$ cat src/ars_pkg.sv
/*
  Constants, types and helpers shared by the asynchronous reset sequencer.
  Assumes one core clock at 100 MHz and pins that are already synchronous.
*/
// How it works
// - Both pins low enters asynchronous reset.
// - Reset state: reset outputs low, buses released.
// - Entry detection works without a clock.
// - Internal boot waits for flash initialization.
// - External boot releases after 3..8 half-clocks.
// - Early flash reads return FFFFh, then 009Bh.
// - Flash initialization needs no system clock.
// - Sense falling during held reset goes asynchronous.
// - Release latches configuration, strobes inactive.
// - Fetch starts at address zero, segment zero.
// - Reject short spikes, accept long pulses.
`default_nettype none
package ars_pkg;

  localparam int CLK_PERIOD_NS    = 10;
  localparam int FILTER_REJECT_NS = 50;
  // A least time, so the cycle count rounds up.
  localparam int FILTER_CYC =
    (FILTER_REJECT_NS + CLK_PERIOD_NS - 1) / CLK_PERIOD_NS;
  localparam int HALF_CLK_PER_CLK = 2;
  localparam int EXT_HALF_MIN     = 3;
  localparam int EXT_HALF_MAX     = 8;
  localparam int FLASH_EARLY_CYC  = 16;

  localparam logic [15:0] FLASH_BLANK_WORD = 16'hFFFF;
  localparam logic [15:0] FLASH_INIT_WORD  = 16'h009B;
  localparam logic [23:0] BOOT_ADDR        = 24'h000000;
  localparam logic [7:0]  BOOT_SEGMENT     = 8'h00;
  localparam logic [15:0] CFG_RESET        = 16'hFFFF;
  localparam int          CLKOPT_LSB       = 13;
  localparam int          CLKOPT_W         = 3;

  typedef enum logic [2:0] {
    ST_HOLD, ST_FLASH_WAIT, ST_EXT_WAIT, ST_SYNC, ST_RUN
  } ars_state_t;

  typedef struct packed {
    logic bus_drive_en;
    logic io_drive_en;
    logic cfg_pullup_en;
    logic hold_cancel;
    logic bus_abort;
  } ars_pad_ctl_t;

  typedef struct packed {
    logic ale;
    logic read_strobe_n;
    logic write_strobe_n;
  } ars_strobe_t;

  localparam ars_pad_ctl_t PAD_RESET = '{1'b0, 1'b0, 1'b1, 1'b1, 1'b1};
  localparam ars_pad_ctl_t PAD_RUN   = '{1'b1, 1'b1, 1'b0, 1'b0, 1'b0};
  localparam ars_strobe_t  STROBE_IDLE = '{1'b0, 1'b1, 1'b1};

  // Release delay in core cycles for a clock option; two half-clocks each.
  function automatic logic [2:0] ext_release_cyc(
    input logic [CLKOPT_W-1:0] opt);
    int halves;
    halves = EXT_HALF_MIN + int'(opt);
    if (halves > EXT_HALF_MAX) begin
      halves = EXT_HALF_MAX;
    end
    return 3'((halves + HALF_CLK_PER_CLK - 1) / HALF_CLK_PER_CLK);
  endfunction : ext_release_cyc

endpackage : ars_pkg
`default_nettype wire

$ cat src/ars_rel_sync.sv
/*
  Two-flop reset release synchroniser with asynchronous assertion.
  Assumes async_clr may change at any time, clock running or not.
*/
`timescale 1ns/1ns
`default_nettype none
module ars_rel_sync (
  input  wire logic core_clk,
  input  wire logic rst_b,
  input  wire logic async_clr,
  input  wire logic rel_req,
  output var  logic rel_out
);

  logic stage1_q;

  // Assertion is immediate; release crosses two flops to avoid metastability.
  always_ff @(posedge core_clk or posedge async_clr) begin
    if (async_clr) begin
      stage1_q <= 1'b0;
      rel_out  <= 1'b0;
    end else if (!rst_b) begin
      stage1_q <= 1'b0;
      rel_out  <= 1'b0;
    end else begin
      stage1_q <= rel_req;
      rel_out  <= stage1_q;
    end
  end

endmodule : ars_rel_sync
`default_nettype wire

$ cat src/ars_sequencer.sv
/*
  Asynchronous reset sequencer: enters reset from the pins with no clock,
  sequences release through flash initialization or a short external-boot
  delay, latches start-up configuration and launches the first fetch.
  Assumes the flash macro runs its own oscillator and reports completion
  as a level synchronous to core_clk, and that the reset and sense pins
  come through the pad filter already.
*/
`timescale 1ns/1ns
`default_nettype none
module ars_sequencer
  import ars_pkg::*;
(
  input  wire logic         core_clk,
  input  wire logic         rst_b,
  input  wire logic         reset_in_n,
  input  wire logic         power_down_sense,
  input  wire logic         external_access_select_n,
  input  wire logic [15:0]  config_port_pins,
  input  wire logic         flash_init_done,
  input  wire logic         flash_rd,
  input  wire logic [15:0]  flash_rdata,
  input  wire ars_strobe_t  cpu_strobe,
  output var  logic         reset_out_n,
  output var  logic         core_reset_n,
  output var  logic         async_taken,
  output var  ars_pad_ctl_t pad_ctl,
  output var  ars_strobe_t  bus_strobe,
  output var  logic [15:0]  sys_config,
  output var  logic [2:0]   clock_option_pins,
  output var  logic         flash_init_start,
  output var  logic [15:0]  flash_rd_data,
  output var  logic         fetch_go,
  output var  logic [23:0]  fetch_addr,
  output var  logic [7:0]   fetch_segment
);

  ars_state_t  state_q;
  logic        async_hit;
  logic        rin_filt_q;
  logic [2:0]  filt_cnt_q;
  logic [2:0]  ext_cnt_q;
  logic [2:0]  ext_cyc_q;
  logic [4:0]  early_cnt_q;
  logic        flash_busy_q;
  logic        rel_req;
  logic        core_rel;
  logic        core_rel_d1_q;
  logic        leave_hold;

  // Pure gating, so entry needs no clock edge at all.
  assign async_hit = !reset_in_n && !power_down_sense;

  // Hold may be left only on a filtered high on the reset pin.
  assign leave_hold = (state_q == ST_HOLD) && rin_filt_q;
  assign rel_req    = (state_q == ST_SYNC) || (state_q == ST_RUN);

  // spike filter counter
  // The pin must disagree with the filtered level for FILTER_CYC cycles.
  always_ff @(posedge core_clk or posedge async_hit) begin
    if (async_hit) begin
      rin_filt_q <= 1'b0;
      filt_cnt_q <= 3'h0;
    end else if (!rst_b) begin
      rin_filt_q <= 1'b0;
      filt_cnt_q <= 3'h0;
    end else if (reset_in_n == rin_filt_q) begin
      filt_cnt_q <= 3'h0;
    end else if (filt_cnt_q == 3'(FILTER_CYC - 1)) begin
      rin_filt_q <= reset_in_n;
      filt_cnt_q <= 3'h0;
    end else begin
      filt_cnt_q <= filt_cnt_q + 3'h1;
    end
  end

  // sticky asynchronous mark
  // Once taken it stays until the reset pin is high again, even if sense
  // rises meanwhile; the reset then completes as asynchronous.
  always_ff @(posedge core_clk or posedge async_hit) begin
    if (async_hit) begin
      async_taken <= 1'b1;
    end else if (!rst_b) begin
      async_taken <= 1'b0;
    end else if (rin_filt_q) begin
      async_taken <= 1'b0;
    end
  end

  // Main sequence; every entry path lands in hold with a constant.
  always_ff @(posedge core_clk or posedge async_hit) begin
    if (async_hit) begin
      state_q <= ST_HOLD;
    end else if (!rst_b) begin
      state_q <= ST_HOLD;
    end else begin
      unique case (state_q)
        ST_HOLD: begin
          if (rin_filt_q) begin
            state_q <= external_access_select_n ? ST_FLASH_WAIT
                                                : ST_EXT_WAIT;
          end
        end
        ST_FLASH_WAIT: begin
          // Flash finishes on its own oscillator.
          if (flash_init_done) begin
            state_q <= ST_SYNC;
          end
        end
        ST_EXT_WAIT: begin
          if (ext_cnt_q >= ext_cyc_q) begin
            state_q <= ST_SYNC;
          end
        end
        ST_SYNC: begin
          if (core_rel) begin
            state_q <= ST_RUN;
          end
        end
        ST_RUN: begin
          state_q <= ST_RUN;
        end
      endcase
    end
  end

  // half-clock delay count
  // The option comes from the pins being latched in the same cycle.
  always_ff @(posedge core_clk) begin
    if (!rst_b || state_q == ST_HOLD) begin
      ext_cnt_q <= 3'h1;
      ext_cyc_q <= ext_release_cyc(
        config_port_pins[CLKOPT_LSB +: CLKOPT_W]);
    end else if (state_q == ST_EXT_WAIT) begin
      ext_cnt_q <= ext_cnt_q + 3'h1;
    end
  end

  // latch configuration on release
  // Pins read as pulled high while the hold lasts.
  always_ff @(posedge core_clk or posedge async_hit) begin
    if (async_hit) begin
      sys_config <= CFG_RESET;
    end else if (!rst_b) begin
      sys_config <= CFG_RESET;
    end else if (leave_hold) begin
      sys_config <= config_port_pins;
    end
  end

  assign clock_option_pins = sys_config[CLKOPT_LSB +: CLKOPT_W];

  ars_rel_sync u_rel_sync (
    .core_clk  (core_clk),
    .rst_b     (rst_b),
    .async_clr (async_hit),
    .rel_req   (rel_req),
    .rel_out   (core_rel)
  );

  assign core_reset_n = core_rel;

  // reset default pads
  // Buses stay released until the core leaves reset, so no driver fights
  // the configuration pull-ups while the pins are being sampled.
  always_ff @(posedge core_clk or posedge async_hit) begin
    if (async_hit) begin
      reset_out_n <= 1'b0;
      pad_ctl     <= PAD_RESET;
    end else if (!rst_b || !core_rel) begin
      reset_out_n <= 1'b0;
      pad_ctl     <= PAD_RESET;
    end else begin
      reset_out_n <= 1'b1;
      pad_ctl     <= PAD_RUN;
    end
  end

  always_ff @(posedge core_clk or posedge async_hit) begin
    if (async_hit) begin
      bus_strobe <= STROBE_IDLE;
    end else if (!rst_b || !core_rel) begin
      bus_strobe <= STROBE_IDLE;
    end else begin
      bus_strobe <= cpu_strobe;
    end
  end

  always_ff @(posedge core_clk) begin
    if (!rst_b) begin
      core_rel_d1_q <= 1'b0;
      fetch_go      <= 1'b0;
    end else begin
      core_rel_d1_q <= core_rel;
      fetch_go      <= core_rel && !core_rel_d1_q;
    end
  end

  assign fetch_addr    = BOOT_ADDR;
  assign fetch_segment = BOOT_SEGMENT;

  // Flash initialization is kicked on every exit from hold, for both boot
  // modes, because data in flash is wanted later even for external boot.
  always_ff @(posedge core_clk or posedge async_hit) begin
    if (async_hit) begin
      flash_init_start <= 1'b0;
      flash_busy_q     <= 1'b1;
      early_cnt_q      <= 5'h00;
    end else if (!rst_b) begin
      flash_init_start <= 1'b0;
      flash_busy_q     <= 1'b1;
      early_cnt_q      <= 5'h00;
    end else begin
      flash_init_start <= leave_hold;
      if (flash_init_done && !leave_hold) begin
        flash_busy_q <= 1'b0;
      end
      if (!flash_busy_q) begin
        early_cnt_q <= 5'h00;
      end else if (state_q != ST_HOLD &&
                   early_cnt_q != 5'(FLASH_EARLY_CYC)) begin
        early_cnt_q <= early_cnt_q + 5'h01;
      end
    end
  end

  // blank words while busy
  // Software must not read early; an early read yields blank or trap word.
  always_ff @(posedge core_clk) begin
    if (!rst_b) begin
      flash_rd_data <= 16'h0000;
    end else if (flash_rd) begin
      if (!flash_busy_q) begin
        flash_rd_data <= flash_rdata;
      end else if (early_cnt_q < 5'(FLASH_EARLY_CYC)) begin
        flash_rd_data <= FLASH_BLANK_WORD;
      end else begin
        flash_rd_data <= FLASH_INIT_WORD;
      end
    end
  end
endmodule : ars_sequencer
`default_nettype wire

$ cat config.mk
export PLATFORM = sky130hd
export DESIGN_NAME = ars_sequencer
export DESIGN_NICKNAME = d
export VERILOG_FILES = /design/src/ars_pkg.sv /design/src/ars_rel_sync.sv /design/src/ars_sequencer.sv
export SDC_FILE = /design/constraint.sdc
export NUM_CORES = 1
export LEC_CHECK = 0
export BUFFER_PORTS_ARGS = -buffer_cell sky130_fd_sc_hd__buf_2
export CAP_MARGIN = 20
export CORE_UTILIZATION = 45
export CTS_BUF_LIST = sky130_fd_sc_hd__clkbuf_8
export DETAILED_ROUTE_END_ITERATION = 7
export PLACE_DENSITY_LB_ADDON = 0.15
export SYNTH_ARGS = -nofsm -noshare
export SYNTH_HDL_FRONTEND = slang
export SYNTH_SLANG_ARGS = --single-unit
$ cat constraint.sdc
create_clock -name core_clk -period 2.3 [get_ports core_clk]
set_input_delay 0.115 -clock core_clk [delete_from_list [all_inputs] [get_ports core_clk]]
set_output_delay 0.115 -clock core_clk [all_outputs]
set_load 0.01 [all_outputs]
# Word level (Yosys, flattened, before mapping)
# Index checks and enable logic that the tools add are counted.
# totals
ff_bits,66
in_bits,42
out_inout_bits,80
word_cells,102
# op_classes
addsub,7
order_cmp,3
n_eq_ne,17
n_mux,32
bitwise_logic,1
reduce_logical,18
# op_table
cell,n
$mux 16,4
$add 32x3->32 const B,1
$mux 32,1
$sub 32x2->32 const B,1
$mux 3,9
$mux 5,4
$pmux 3 s5,1
$mux 1,11
$ne 3x3->1 const B,3
$ne 2x1->1 const B,4
$add 3x1->3 const B,2
$eq 3x2->1 const B,2
$eq 3x3->1 const B,2
$logic_not 1->1,6
$ne 3x2->1 const B,2
$add 5x1->5 const B,1
$logic_and 1x1->1,5
$lt 5x5->1 const B,1
$ne 5x5->1 const B,1
$add 2x3->4 const A,1
$gt 4x4->1 const B,1
$mux 4,1
$reduce_and 4->1,1
$add 3x1->3,1
other kinds (10),12

# Logic depth before layout (Yosys ltp)
# depth
depth_word,8
depth_mapped,6
ltp_nobuf,6

# Modules after synthesis
# A second synthesis with hierarchy kept.
# hier_totals
cells_unflattened,299
area_unflattened_um2,3039.2
# modules_own_cells
mod,n_inst,cells_each,area_each_um2,seq_area_each_um2
ars_sequencer,1,294,2972.9,1437.6
ars_rel_sync,1,5,66.3,50.0

# Least setup slack after synthesis
# Ideal clock, no wire load.
# synth_timing
kind,register -> register
startpoint,reg state_q[0]
endpoint,reg sys_config[13]
setup_time_ns,0.073
arrival_time_ns,1.379
t_required_ns,2.227
path_slack_ns,0.848
stages_incl_launch_ff,7
path_buffers,2
synth_period_minus_slack_ns,1.452
cell_sequence,dfrtp_1 or4b_1 buf_6 nand2_8 buf_12 nor2_2 a21oi_1
# synth_between
elab_chain_len,3
# synth_rtl
item,line,rtl
from (decl),ars_sequencer.sv:38,ars_state_t state_q;
from (signal assigned),ars_sequencer.sv:100,state_q <= external_access_select_n ? ST_FLASH_WAIT
$logic_not 3->1,ars_sequencer.sv:55,assign leave_hold = (state_q == ST_HOLD) && rin_filt_q;
$logic_and 1x1->1,ars_sequencer.sv:55,
$ne 2x1->1 (no source line),n/a,
to (signal assigned),ars_sequencer.sv:147,sys_config <= config_port_pins;
to (decl),ars_sequencer.sv:29,"output var logic [15:0] sys_config,"
# Every way passes these cells.
# A chain may end at the register's enable or synchronous reset.

# Worst setup path in the final report
# layout_timing
startpoint,reg state_q[0]
endpoint,reg sys_config[15]
# Same word-level chain as after synthesis.

==> results_dict.tcl <==
set metrics [dict create \
    final_antenna_net_count 0 \
    io_buffers 89 \
    syn_area_per_cell_sq_um 10.0 \
    pwr_density_cell_nw_per_um2 711 \
    grt_first_pass_wirelength_um 9940 \
    path_delay_family "simple AND/OR/NAND/NOR gates" \
    p_seq_share_pct 49.7 \
    post_cts_buffers 0 \
    violations "design-rule violations, negative hold slack" \
    internal_power_mw 1.84 \
    first_pass_iters 6 \
    worstPathCellList "or4b_1 > nand2_8 > nor2_2 > a21oi_1" \
    rows 29 \
    crit_buf_inv 0 \
    drive_above_1_share_pct 32.3 \
    pwr-share-clk_pct 31.7 \
    fin_skew_ps 8.65 \
    globalRouteOverflowTotal 0 \
    hold_slack_ps -15.3 \
    power.switching_uw 752 \
    clockRootBuffer "clkbuf_8" \
    synth_edf_count 3 \
    h-tree-depth 3 \
    hold_violations 17 \
    syn_area_sq_um 3040 \
    post-route-util_pct 56.7 \
    dieWidth_um 84.2 \
    crit_start "state_q[0]" \
    track_usage_pct 17.8 \
    required_ps 2560 \
    worstSkewPairLatency_ps 330 \
    cts_tree "yes" \
    p_sw_share_pct 29.0 \
    finalSetupViolCount 0 \
    worst-path-stages 4 \
    ys_async_sr_fraction_pct 61.3 \
    ys_types 44 \
    gp_congestion 0.825 \
    min_period_ps 1730 \
    num_vias 2318 \
    combPwrFrac_pct 18.6 \
    via_per_inst 4.84 \
    cp.arrival_ps 1990 \
    drc_errors 14 \
    critPathCaptureType "flop" \
    slowest_delay_ps 780 \
    endpoint "sys_config[15]" \
    wl_per_cell_um 12.5 \
    area_growth_pct 19.8 \
    maxSlewViolCount 0 \
    vdd_drop_max_uv 427 \
    setup-tns-final_ps 0 \
    clkTransAtPathRegs_ps 70 \
    power_leakage_nw 1.77 \
    tightestPinTransition_ps 872 \
    numCtsBuffers 9 \
    dieHeight_um 84.2 \
    fin_crit_sh_pct 75.4 \
    coreArea_sq_um 6420 \
    antenna_found_initial 0 \
    path_max_fanout 14 \
    place_hpwl_um 4090 \
    drt_iter0_markers 84 \
    ios 122 \
    fill_cells 599 \
    nets 450 \
    cts_sinks 62 \
    worstRegToRegCells 4 \
    ys_seq_elements 62 \
    status "finished with violations" \
    r2r-start "state_q[0]" \
    r2r_setup_slack_ps 570 \
    drt_wl_total_um 5970 \
    maxSlewHeadroom_pct 41.8 \
    hold_class "input port to asynchronous set/reset pin" \
    grt_pass1_vias 2162 \
    grt_max_degree 39 \
    clock_path_buffers 2 \
    diodes 0 \
    fmax_mhz 577 \
    timing.rr.end "sys_config[15]" \
    rsz0062_at_grt "false" \
    slowest_stage "or4b_1" \
    maxCapViolCount 0 \
    path_class "flop to flop" \
    start_util_pct 47.3 \
    worst_setup_path_start_kind "flop" \
    synth_cells 304 \
    ys_seq_area_share_pct 48.9 \
    synth_ff_type "dfxtp_1" \
    yosysWarnings 0 \
    dieArea_sq_um 7090 \
]
## what timing repair did
action	CTS	global route
resized for setup	0	0
hold endpoints to repair	13	0
hold buffers	13	0
## Yosys cell counts, types with 4 or more instances
cell / n / area, sq um
dfrtp_1: 17 / 425
o22a_1: 10 / 87.6
nand2b_1: 8 / 50.1
o21ai_0: 22 / 110
dfstp_2: 21 / 552
clkbuf_1: 9 / 33.8
ha_1: 11 / 138
nand2_1: 17 / 63.8
buf_4: 39 / 293
nand4_1: 4 / 25.0
o211ai_1: 6 / 45.0
a21boi_0: 8 / 60.1
nor2_1: 18 / 67.6
mux2i_1: 6 / 60.1
a21oi_1: 23 / 115
dfxtp_1: 21 / 420
and3_1: 4 / 25.0
xor2_1: 4 / 35.0
inv_1: 15 / 56.3
## per-stage QoR
stage,power (mW),cell area (sq um),hold slack (ps),cells,setup slack (ps)
final,2.59,3640,-15.3,479,566
after floorplan,1.67,3160,168,335,848
after global placement,1.76,3340,312,450,608
after detailed placement,1.77,3340,310,450,562
after global routing,2.75,3640,1.45,479,482
after CTS,2.61,3640,0.566,479,566
## power by group through the flow
stage                     clock network (mW)  logic (mW)  registers (mW)
after floorplan                            0       0.403            1.27
after global placement                     0       0.457            1.30
after detailed placement                   0       0.463            1.30
after CTS                              0.847       0.482            1.28
after global routing                   0.901       0.550            1.30
final                                  0.821       0.482            1.29
## area by class of cell
cell class	instances	area, sq um	share of cell area (%)
sequential	62	1490	40.8
multi-input combinational	205	1240	34.0
clock inverter	5	20.0	0.550
clock buffer	11	151	4.16
inverter	15	56.3	1.55
tap	77	96.3	2.65
timing repair buffer	104	591	16.2
## sequential cells by signal, summed over array words and instances, names as in the netlist
register and count:
filt_cnt_q 3, core_rel_d1_q 1, fetch_go 1, state_q 3, async_taken 1, u_rel_sync.rel_out 1
flash_busy_q 1, pad_ctl 2, flash_init_start 1, u_rel_sync.stage1_q 1, rin_filt_q 1, ext_cyc_q 3
early_cnt_q 5, ext_cnt_q 3, bus_strobe 3, sys_config 16, flash_rd_data 16
## cells by family after synthesis
kind of cell	Yosys count	synth area share (%)
other	1	0.123
xor gates and xnor gates	5	1.44
adders and majority gates	11	4.53
muxes	6	1.98
and+or+nand+nor	76	13.7
buffers and inverters	68	14.1
AOI/OAI and AO/OA	75	15.2
DFF	62	48.9
## how the worst min path moves through the flow
stage,endpoint,depth (start not counted)
4_1_cts,sys_config[9],2
6_report,filt_cnt_q[2],2
3_3_place_gp,bus_strobe[1],2
5_1_grt,sys_config[9],2
2_1_floorplan,bus_strobe[2],1
3_5_place_dp,bus_strobe[1],2
## worst reg2reg max path, stage by stage, from the launching register on
cell and delay [ps]:
dfrtp_1 500, or4b_1 780, nand2_8 220, nor2_2 40
a21oi_1 130
## routing by layer
layer	routed length [um]	up-vias	GRT usage, %
met1	2740	1089	22.2
met4	66	0	7.52
met2	2970	62	30.5
li1	-	1160	-
met5	0	-	0
met3	192	7	3.24
## placed cells by master (no fill, tap or decap), types with 2 or more instances in the layout
master,Yosys,layout
xor2_1,4,4
o21ai_0,22,22
and3_1,4,4
nor4b_1,2,2
o22a_1,10,10
or3_1,2,2
nand2b_1,8,8
inv_1,15,19
buf_2,3,89
dfstp_2,21,21
mux2i_1,6,6
nor3_1,3,3
a21oi_1,23,23
ha_1,11,11
edfxtp_1,3,3
dfxtp_1,21,21
nand3_1,3,3
clkbuf_8,0,11
nor2_2,3,3
o31ai_1,2,2
dfrtp_1,17,17
nor3b_1,2,2
nand4_1,4,4
nor2_1,18,18
o211ai_1,6,6
buf_4,39,2
dlygate4sd3_1,0,13
conb_1,1,32
nand2_1,17,17
a21boi_0,8,8
nor2b_1,3,3
Power figures use the tool's default switching activity.
